## config.mk

```make
export PLATFORM = sky130hd
export DESIGN_NAME = pcc_tick_gen_flat
export DESIGN_NICKNAME = d
export VERILOG_FILES = /design/src/pcc_pkg.sv /design/src/pcc_tick_if.sv /design/src/pcc_tick_gen.sv /design/src/flat_wrapper.sv
export SDC_FILE = /design/constraint.sdc
export NUM_CORES = 1
export LEC_CHECK = 0
export BUFFER_PORTS_ARGS = -buffer_cell sky130_fd_sc_hd__buf_2
export CORE_AREA = 3 3 40 42
export CTS_CLUSTER_DIAMETER = 80
export DETAILED_ROUTE_END_ITERATION = 10
export DIE_AREA = 0 0 43 45
export SETUP_SLACK_MARGIN = 0.1
export SYNTH_ARGS = -nofsm -noshare
export SYNTH_HDL_FRONTEND = slang
export SYNTH_SLANG_ARGS = --single-unit
```

## constraint.sdc

```tcl
create_clock -name core_clk -period 1.5 [get_ports core_clk]
set_input_delay 0.15 -clock core_clk [delete_from_list [all_inputs] [get_ports core_clk]]
set_output_delay 0.15 -clock core_clk [all_outputs]
set_load 0.1 [all_outputs]
```

## src/pcc_pkg.sv

```systemverilog
/*
  shared constants and types of the packet channel state checker.
  assumes a single 200 MHz core clock and synchronous active-high reset.
*/
package pcc_pkg;

  // =====================================================
  // timing
  localparam int CLK_PERIOD_NS = 5;         // 200 MHz core clock
  localparam int TICK_NS = 1000;            // time-out tick period
  localparam int TICK_CYC = (TICK_NS + CLK_PERIOD_NS - 1) / CLK_PERIOD_NS;
  localparam int TICK_W = 8;                // width of the tick prescaler
  localparam int AGE_W = 8;                 // width of a time-out age counter
  localparam int TIMEOUT_TICKS_DEF = 200;   // default network time-out in ticks
  localparam logic [AGE_W-1:0] AGE_RESET = 8'h00;

  // =====================================================
  // call states of one logical channel
  typedef enum logic [2:0] {
    ready_state,
    dte_waiting_state,
    dce_waiting_state,
    data_transfer_state,
    call_collision_state,
    dte_clear_request_state,
    dce_clear_indication_state
  } pcc_call_t;

  // data transfer substates
  typedef enum logic [1:0] {
    flow_ready_substate,
    dte_reset_request_substate,
    dce_reset_indication_substate
  } pcc_sub_t;

  // interface-wide restart state
  typedef enum logic [1:0] {
    RS_IDLE,
    RS_DTE_REQ,
    RS_DCE_IND
  } pcc_rs_t;

  // =====================================================
  // packets received from the terminal
  typedef enum logic [3:0] {
    PK_CALL_REQ, PK_CALL_ACC, PK_CLR_REQ, PK_CLR_CONF, PK_DATA, PK_INTR,
    PK_FLOW, PK_RST_REQ, PK_RST_CONF, PK_RSTART_REQ, PK_RSTART_CONF
  } pcc_pkt_t;

  // events from the network side
  typedef enum logic [2:0] {
    NE_INCOMING_CALL, NE_CALL_CONNECTED, NE_CLR_CONF, NE_CLR_IND,
    NE_RST_CONF, NE_RST_IND, NE_RSTART_CONF, NE_RSTART_IND
  } pcc_net_t;

  // indication kinds and causes
  typedef enum logic [1:0] {IND_CLEAR, IND_RESET, IND_RESTART} pcc_ind_t;
  typedef enum logic [1:0] {CAUSE_NONE, CAUSE_LOCAL_PROC, CAUSE_REMOTE_PROC} pcc_cause_t;

endpackage

```

## src/pcc_tick_if.sv

```systemverilog
/*
  carries the time-out tick from the prescaler to the checker.
  assumes both ends sit on core_clk.
*/
`timescale 1ns/1ps
interface pcc_tick_if;
  logic tick; // one-cycle pulse every tick period
  modport src (output tick);
  modport snk (input tick);
endinterface
```

## src/pcc_tick_gen.sv

```systemverilog
/*
  prescaler that turns core_clk into the slow time-out tick.
  assumes synchronous active-high reset.
*/
`timescale 1ns/1ps
module pcc_tick_gen
  import pcc_pkg::*;
(
  input wire logic core_clk,
  input wire logic reset,
  pcc_tick_if.src t
);

  // =====================================================
  // prescaler
  localparam logic [TICK_W-1:0] TICK_LAST = TICK_W'(TICK_CYC - 1);
  logic [TICK_W-1:0] cnt_r; // cycles since last tick
  logic [TICK_W-1:0] cnt_nxt;
  logic tick_r; // registered tick pulse
  logic tick_nxt;

  // next count; wraps so the tick period is exact
  always_comb begin
    if (cnt_r == TICK_LAST) begin
      cnt_nxt = '0;
      tick_nxt = 1'b1;
    end else begin
      cnt_nxt = cnt_r + TICK_W'(1);
      tick_nxt = 1'b0;
    end
  end

  // registers only
  always_ff @(posedge core_clk) begin
    if (reset) begin
      cnt_r <= '0;
      tick_r <= 1'b0;
    end else begin
      cnt_r <= cnt_nxt;
      tick_r <= tick_nxt;
    end
  end

  assign t.tick = tick_r;

endmodule

```

## src/flat_wrapper.sv

```systemverilog
// flat-port wrapper written by rule: the top's interface ports become plain ports
module pcc_tick_gen_flat import pcc_pkg::*;
  (core_clk, reset, t_tick);
  pcc_tick_if t_i ();
  input wire logic core_clk;
  input wire logic reset;
  output wire logic [$bits(t_i.tick)-1:0] t_tick;
  assign t_tick = t_i.tick;
  pcc_tick_gen u_core (.core_clk(core_clk), .reset(reset), .t(t_i));
endmodule
```

Word level (Yosys, flattened, before mapping)
Index checks and enable logic that the tools add are counted.
{"block": "op_classes", "add_sub_neg": 1, "eq_ne": 1, "n_mux": 1, "reduce_logical": 1}
{"cell": "adder 8 x 1 -> 8 bit (second input constant)", "count": 1}
{"cell": "== test 8 bit (second input constant)", "count": 1}
{"cell": "OR reduction 2 bit", "count": 1}
{"cell": "2-to-1 mux 1 bit", "count": 1}
{"block": "word_totals", "register_bits": 9, "in_bits": 2, "out_inout_bits": 1, "elab_cells": 6}

Logic depth before layout (Yosys ltp)
Gate-level depths: netlist (run 1).
{"block": "depth", "depth_word": 2, "ltp_mapped": 4, "ltp_nobuf": 4}

Least setup slack after synthesis (run 1)
OpenSTA, ideal clock, no wires.
{"block": "synth_path", "path_type": "reg2reg", "start": "reg u_core.cnt_r[0]", "end": "reg u_core.cnt_r[6]", "setup_ps": 70, "arrival_time_ps": 1125, "required_ps": 1430, "path_slack_ps": 306, "stages_incl_launch_ff": 5, "path_buffers": 0, "cell_sequence": "dfxtp_1 > ha_1 > and4bb_1 > a41o_2 > a21oi_1"}
{"block": "synth_via", "elab_chain_len": 2}
{"item": "start, declared", "line": "pcc_tick_gen.sv:17", "rtl": "logic [TICK_W-1:0] cnt_r;"}
{"item": "start signal, assigned", "line": "pcc_tick_gen.sv:39", "rtl": "cnt_r <= cnt_nxt;"}
{"item": "branches (longest 2 deep; another with adder 8 x 1 -> 8 bit)"}
Parallel ways; which one is timed is not known.
A chain may end at the register's enable or synchronous reset.

Worst setup path after layout (run 1)
{"block": "layout_path", "start": "reg u_core.cnt_r[0]", "end": "reg u_core.cnt_r[7]"}
Same word-level chain as after synthesis.

==> flow_summary.yaml, run 1 <==
grt:
  grt_max_degree: 7
  gr-total-overflow: 0
  antenna_found_initial: 0
  grt_util_all_layers_pct: 8.35
  grt_pass1_wl_um: 1120
  grt_pass1_vias: 270
route:
  first_pass_iters: 3
  viasPerCell: 4.87
  wirelength_um: 611
  drc: 0
  drt_iter0_drc: 3
  vias: 297
  antenna_left: 0
  avgRoutedWirePerCell_um: 10.0
cts:
  cts_setup_buffers: 0
  holdBufCountCts: 0
  clk_pin_slew_worst_paths_ns: 0.06
  clk_latency_ns: 0.26
  cts-root-buf: "clkbuf_4"
  cts_tree: "yes"
  htreeDepth: 1
  cts_sinks: 9
  clockBufferDepth: 2
  cts-buffers-inserted: 3
  ctsResizeCount: 0
timing:
  setup_tns_ns: 0
  finalCritPeriodShare_pct: 85.5
  worstMarginPinSlew_ns: 0.482
  max_freq_mhz: 780
  relSlewSlack_pct: 68.1
  rsz0062_at_grt: "false"
  fin_skew_ns: 0.000682
  slew_violations: 0
  worst_hold_slack_ns: 0.110
  finalHoldViolations: 0
  worst_slack_ns: 0.218
  setup_viol: 0
  min_period_ns: 1.28
yosys:
  yosysTopAreaCell: "dfxtp_1"
  syn-num-nets: 44
  ys_seq_area_share_pct: 47.8
  synth-compound-area-share_pct: 11.0
  synth_warnings: 0
  synth-simple-area-share_pct: 25.6
  syn_inst: 40
  netlist_area_um2: 377
  ys_types: 16
  avgSynthCellArea_um2: 9.42
  synth_xor_area_share_pct: 6.98
  synth_fa_ha_area_share_pct: 6.64
  ys_seq_elements: 9
  synthMuxAreaShare_pct: 0
  ys_top_cells_by_area: "dfxtp_1 (48%), ha_1 (6.6%), nor2_1 (5.0%)"
  synth_top_area_share_pct: 47.8
  synth_top_family_by_area: "simple AND/OR/NAND/NOR gates"
floorplanning:
  rows: 13
  die_w_um: 43
  die_y_um: 45
  core_area_mm2: 0.00128
  design.die.area_mm2: 0.00194
  initial_core_util_pct: 29.3
  num_io_pins: 3
place:
  place_hpwl_um: 444
  place_ws_ns: 0.223
  portBuffers: 2
  placed_area_um2: 405
  place.gp.congestion: 0.686
layout:
  n_fill_cell: 139
  finalInstanceArea_um2: 432
  multi_input_area_um2: 189
  diodes: 0
  finalCoreUtilization_pct: 33.6
  area_growth_pct: 14.6
  seqCellArea_um2: 180
  drive_gt1_share_pct: 15.2
  nets: 51
power_and_ir_drop:
  power.density_mw_per_mm2: 1070
  ir_worst_vdd_v: 0.000347
  leakage_nw: 0.158
critical_path:
  crit_fanout: 5
  end_kind: "flip-flop"
  critPathKind: "flip-flop to flip-flop"
  cp_data_arrival_time_ns: 1.47
  cp.required_ns: 1.69
  worstSetupStartpointType: "flip-flop"
hold_path:
  hp-class: "input port to flip-flop"
job:
  cap_violations: 0
status:
  outcome: "complete, no violations"
## critical path, cell delays in order (launching register included)
cell and delay, ns:
dfxtp_1 0.34, ha_1 0.23, and4bb_1 0.22, a41o_2 0.31, a21oi_1 0.11
## cell families (layout without fill, tap and decap cells)
group,count (synthesis),count (layout)
AO/OA/AOI/OAI,7,7
XOR/XNOR,3,3
adder cells (fa/ha/maj),2,2
buffers and inverters,2,8
flip-flops,9,9
AND/OR/NAND/NOR,17,17
## routing by layer
metal | wire (µm) | global-route usage (%) | up-vias | part of all wire (%)
met3 | 28 | 3.98 | 4 | 4.6
met5 | 0 | 0 | - | 0
met1 | 302 | 9.47 | 134 | 49
met2 | 250 | 10.8 | 6 | 41
met4 | 30 | 9.04 | 0 | 4.9
li1 | - | - | 153 | -
## state kept, by name, indices dropped and copies added (netlist names)
register / flops
u_core.cnt_r: 8
u_core.t.tick: 1
## final cells by class
class	count	share of cell area, %
tap	15	4.35
sequential	9	41.7
timing repair buffer	2	2.32
inverter	2	1.74
multi-input combinational	29	43.8
clock buffer	4	6.09
## path summary, 6_finish.rpt
path / start / slack, ns / end / cells after the start
min reg2reg: u_core.cnt_r[7] / 0.48 / u_core.t.tick / 2
min: reset / 0.11 / u_core.cnt_r[4] / 2
max: u_core.cnt_r[0] / 0.22 / u_core.cnt_r[7] / 4
max reg2reg: u_core.cnt_r[0] / 0.22 / u_core.cnt_r[7] / 4
## per-stage QoR
step | power, mW | cells
floorplan | 0.272 | 40
global placement | 0.279 | 57
detailed placement | 0.280 | 57
CTS | 0.473 | 61
global route | 0.488 | 61
finish | 0.460 | 61
## layout by cell type (no fill, tap or decap)
cell type  netlist  routed
xnor2_1          2       2
clkbuf_4         0       3
a41o_2           1       1
clkbuf_1         0       1
nand4_1          1       1
nand3_2          1       1
a21oi_1          3       3
o21ai_0          3       3
dfxtp_1          9       9
buf_2            0       2
nor2_1           5       5
or3_1            3       3
nand3_1          2       2
and4bb_1         1       1
ha_1             2       2
xor2_1           1       1
nand2_1          3       3
inv_1            2       2
nor4b_1          1       1
## synth_stat cells
master / count
nor2_1: 5
nand3_2: 1
a21oi_1: 3
a41o_2: 1
nand2_1: 3
nand3_1: 2
nand4_1: 1
ha_1: 2
xnor2_1: 2
inv_1: 2
o21ai_0: 3
dfxtp_1: 9
and4bb_1: 1
xor2_1: 1
nor4b_1: 1
or3_1: 3
## power breakdown
part / switching, mW / internal [mW] / leakage, nW
clock: 0.0842 / 0.103 / 0.0150
sequential: 0.00867 / 0.246 / 0.0731
combinational: 0.00981 / 0.00916 / 0.0699
total: 0.103 / 0.358 / 0.158
No activity file was read; power rests on OpenSTA's default activity.
==> run 2: changes to the inputs <==
- ABC_AREA: not set -> 1
==> flow_summary.yaml, run 2 <==
status:
  outcome: "complete, no violations"
route:
  drc: 0
  wl_met1_um: 406
  route.met3.wl_um: 53
  drt_iter0_drc: 8
  viasPerCell: 4.33
  met2_length_um: 339
  antenna_left: 0
  wirelength_um: 810
  vias: 390
  top_layer: "met4"
  first_pass_iters: 2
  avgRoutedWirePerCell_um: 9.00
layout:
  finalCoreUtilization_pct: 40.3
  finalInstanceArea_um2: 518
  nets: 80
  largest_register: "u_core.cnt_r"
  most-common-layout-cells: "nand2_1 (21), nor2_1 (12), inv_1 (10)"
  drive_gt1_share_pct: 17.3
  final_common_cell: "nand2_1"
  n_fill_cell: 139
  area_growth_pct: 11.9
  largest_reg_flops: 8
  diodes: 0
place:
  place.gp.congestion: 0.810
  placed_area_um2: 492
  place_hpwl_um: 637
  portBuffers: 2
yosys:
  synth_xor_area_share_pct: 0
  async_flop_share_pct: 0
  ys_seq_elements: 9
  yosys-top-cells-count: "nand2_1 (21), nor2_1 (12), inv_1 (10)"
  yosysMostFrequentCell: "nand2_1"
  synth-compound-area-share_pct: 7.84
  synthMuxAreaShare_pct: 0
  ys_types: 13
  synth_warnings: 0
  synthFlopType: "dfxtp_1"
  synth_top_family_by_area: "simple AND/OR/NAND/NOR gates"
  netlist_area_um2: 463
  syn-num-nets: 73
  synth_fa_ha_area_share_pct: 5.41
  syn_inst: 69
  synth_edf_count: 0
  yosysTopAreaCell: "dfxtp_1"
  ys_seq_area_share_pct: 38.9
  synth_top_area_share_pct: 38.9
  avgSynthCellArea_um2: 6.71
  ys_top_cells_by_area: "dfxtp_1 (39%), nand2_1 (17%), nor2_1 (9.7%)"
  synth-simple-area-share_pct: 38.9
cts:
  clk_pin_slew_worst_paths_ns: 0.06
  cts_setup_buffers: 0
  cts-buffers-inserted: 3
  clk_latency_ns: 0.26
  cts_tree: "yes"
  cts_sinks: 9
  holdBufCountCts: 0
  cts-root-buf: "clkbuf_4"
  ctsResizeCount: 0
  clockBufferDepth: 2
  htreeDepth: 1
critical_path:
  crit_fanout: 5
  cp.required_ns: 1.65
  cp_data_arrival_time_ns: 1.32
  critPathKind: "flip-flop to flip-flop"
  worstSetupStartpointType: "flip-flop"
  end_kind: "flip-flop"
timing:
  finalHoldViolations: 0
  max_freq_mhz: 857
  rsz0062_at_grt: "false"
  setup_tns_ns: 0
  min_period_ns: 1.17
  finalCritPeriodShare_pct: 77.8
  slew_violations: 0
  relSlewSlack_pct: 67.9
  setup_viol: 0
  fin_skew_ns: 0.000281
  worstMarginPinSlew_ns: 0.485
floorplanning:
  rows: 13
  num_io_pins: 3
  design.die.area_mm2: 0.00194
  initial_core_util_pct: 36.0
  die_w_um: 43
  die_y_um: 45
  core_area_mm2: 0.00128
grt:
  grt_pass1_vias: 380
  antenna_found_initial: 0
  grt_pass1_wl_um: 1520
  gr-total-overflow: 0
  grt_util_all_layers_pct: 10.9
  grt_max_degree: 8
power_and_ir_drop:
  ir_worst_vdd_v: 0.000587
  power.density_mw_per_mm2: 896
  leakage_nw: 0.221
job:
  cap_violations: 0
hold_path:
  hp-class: "input port to flip-flop"
run 2: changes by cell type after synthesis, moves of 2 or more:
| cell | before | now |
|---|---|---|
| a21oi_1 | 3 | 0 |
| a21oi_2 | 0 | 3 |
| inv_1 | 2 | 10 |
| nand2_1 | 3 | 21 |
| nand3_1 | 2 | 4 |
| nor2_1 | 5 | 12 |
| nor2_2 | 0 | 2 |
| or3_1 | 3 | 0 |
| xnor2_1 | 2 | 0 |
run 2: path summary, 6_finish.rpt:
check	startpoint	end	slack (ns)	depth (start not counted)
max	u_core.cnt_r[0]	u_core.cnt_r[0]	0.33	6
min	reset	u_core.t.tick	0.07	2
max reg2reg	u_core.cnt_r[0]	u_core.cnt_r[0]	0.33	6
min reg2reg	u_core.cnt_r[0]	u_core.cnt_r[0]	0.49	1
run 2: layout make-up:
type	count	area [µm²]	area share, %
sequential	9	180	34.8
clock buffer	4	26.3	5.07
timing repair buffer	2	10.0	1.93
inverter	11	41.3	7.97
multi-input combinational	49	241	46.6
tap	15	18.8	3.62
run 2: kinds of logic after synthesis:
| logic type | count (synthesis) |
|---|---|
| flip-flops | 9 |
| adder cells (fa/ha/maj) | 2 |
| buffers and inverters | 11 |
| AND/OR/NAND/NOR | 42 |
| AO/OA/AOI/OAI | 5 |
run 2: where the power goes:
| group | switching [mW] | internal [mW] |
|---|---|---|
| logic | 0.0138 | 0.00927 |
| clock network | 0.0843 | 0.103 |
| registers | 0.00872 | 0.246 |
run 2: worst max-delay path: stages, from the launching register on:
cell     delay, ns
dfxtp_1       0.40
ha_1          0.21
nand2_1       0.08
nor2_1        0.11
nand2_1       0.10
nand2_4       0.11
nor2_1        0.04
run 2: per-stage QoR:
stage / setup slack [ns] / std cells / total power [mW] / hold slack, ns
finish: 0.333 / 90 / 0.464 / 0.0734
global route: 0.204 / 90 / 0.491 / 0.0749
global placement: 0.374 / 86 / 0.282 / 0.348
detailed placement: 0.339 / 86 / 0.283 / 0.344
floorplan: 0.437 / 69 / 0.276 / 0.222
CTS: 0.331 / 90 / 0.476 / 0.0604
run 2: metal layers:
layer	vias up	GRT usage, %
li1	220	-
met4	0	5.42
met1	161	12.6
met2	7	16.5
met3	2	5.98
met5	-	0
==> run 3: changes to the inputs <==
- clock period: 1.5 -> 1.2 ns (I/O delays scaled with it)
==> flow_summary.yaml, run 3 (synthesis gave the netlist of run 2 again) <==
place:
  place.gp.congestion: 0.813
  portBuffers: 2
  place_ws_ns: 0.0273
  placed_area_um2: 492
  place_hpwl_um: 633
route:
  vias: 404
  drt_iter0_drc: 11
  drc: 0
  first_pass_iters: 4
  wirelength_um: 821
  viasPerCell: 4.39
  avgRoutedWirePerCell_um: 8.92
  antenna_left: 0
layout:
  drive_gt1_share_pct: 28.6
  largest_register: "u_core.cnt_r"
  multi_input_area_um2: 275
  area_growth_pct: 24.9
  finalInstanceArea_um2: 578
  largest_reg_flops: 8
  final_common_cell: "nand2_1"
  seqCellArea_um2: 189
  n_fill_cell: 136
  most-common-layout-cells: "nand2_1 (21), nor2_1 (12), inv_1 (10)"
  diodes: 0
  finalCoreUtilization_pct: 45.0
  nets: 82
grt:
  gr-total-overflow: 0
  grt_pass1_vias: 394
  grt_max_degree: 8
  grt_pass1_wl_um: 1500
  grt_util_all_layers_pct: 11.2
  antenna_found_initial: 0
hold_path:
  min_path_cells: 2
  hp-class: "input port to flip-flop"
timing:
  max_freq_mhz: 943
  worst_hold_slack_ns: 0.0387
  worstMarginPinSlew_ns: 0.278
  min_period_ns: 1.06
  slew_violations: 0
  fin_skew_ns: 0.00239
  relSlewSlack_pct: 81.6
  setup_tns_ns: 0
  finalHoldViolations: 0
  rsz0062_at_grt: "true"
  setup_viol: 0
  finalCritPeriodShare_pct: 88.4
  worst_slack_ns: 0.139
critical_path:
  worstSetupStartpointType: "flip-flop"
  cp_data_arrival_time_ns: 1.22
  slowest_stage: "dfxtp_4"
  reg2reg_depth: 6
  crit_family: "simple AND/OR/NAND/NOR gates"
  cp_num_buf_inv: 0
  cp.required_ns: 1.36
  worst-path-stages: 6
  critPathKind: "flip-flop to flip-flop"
  path_cells: "ha_4 > nand2_1 > nor2_1 > nand2_1 > nand2_4 > nor2_1"
  end_kind: "flip-flop"
  crit_fanout: 5
  cpPeakStageDelay_ns: 0.38
floorplanning:
  rows: 13
  core_area_mm2: 0.00128
  die_w_um: 43
  num_io_pins: 3
  initial_core_util_pct: 36.0
  design.die.area_mm2: 0.00194
  die_y_um: 45
cts:
  cts-buffers-inserted: 3
  cts_tree: "yes"
  cts_sinks: 9
  clk_pin_slew_worst_paths_ns: 0.06
  cts-root-buf: "clkbuf_4"
  clk_latency_ns: 0.26
  htreeDepth: 1
  clockBufferDepth: 2
  holdBufCountCts: 0
power_and_ir_drop:
  leakage_nw: 0.231
  ir_worst_vdd_v: 0.000692
  power.density_mw_per_mm2: 1030
job:
  cap_violations: 0
status:
  outcome: "complete, no violations"
[run 3: cell types whose count changed in the layout (fill, tap and decap cells not counted), moves of 2 or more]
cell     previous run  this run
ha_1                2         0
o21ai_0             2         0
dfxtp_1             9         6
dfxtp_4             0         2
buf_4               0         3
ha_4                0         2
[run 3: cell type report]
class | count | area share [%]
tap | 15 | 3.25
multi-input combinational | 49 | 47.6
timing repair buffer | 4 | 4.76
inverter | 11 | 7.14
sequential | 9 | 32.7
clock buffer | 4 | 4.55
[run 3: per-stage QoR]
step | std cells | total power, mW
final | 92 | 0.596
after global routing | 92 | 0.637
after CTS | 91 | 0.603
after detailed placement | 86 | 0.354
after global placement | 86 | 0.352
after floorplan | 69 | 0.344
[run 3: repair_timing]
item                                   in CTS  in global routing
gates resized for setup                     4                 10
pin swaps                                   0                  4
setup buffers                               1                  1
setup endpoints to repair                   7                  7
endpoints found under the hold margin       0                  0
[run 3: worst paths after layout]
check                     to            start  slack, ns
max          u_core.cnt_r[1]  u_core.cnt_r[1]       0.14
min            u_core.t.tick            reset       0.04
max reg2reg  u_core.cnt_r[1]  u_core.cnt_r[1]       0.14
min reg2reg  u_core.cnt_r[7]  u_core.cnt_r[7]       0.51
[run 3: where the power goes]
group | internal [mW] | switching (mW) | total (mW)
clock | 0.128 | 0.104 | 0.232
sequential | 0.308 | 0.0161 | 0.324
combinational | 0.0198 | 0.0195 | 0.0393
total | 0.456 | 0.140 | 0.596
[run 3: per-layer routing]
layer | track usage, % | wire [µm] | up-vias
met5 | 0 | 0 | -
met4 | 12.7 | 38 | 0
met3 | 2.39 | 31 | 5
met2 | 17.1 | 349 | 6
met1 | 12.1 | 402 | 166
li1 | - | - | 227
[run 3: worst reg2reg max path, delay by kind of cell (launching register included)]
family | cells | cell delay [ns]
adders and majority gates | 1 | 0.14
DFF | 1 | 0.38
and+or+nand+nor | 5 | 0.43
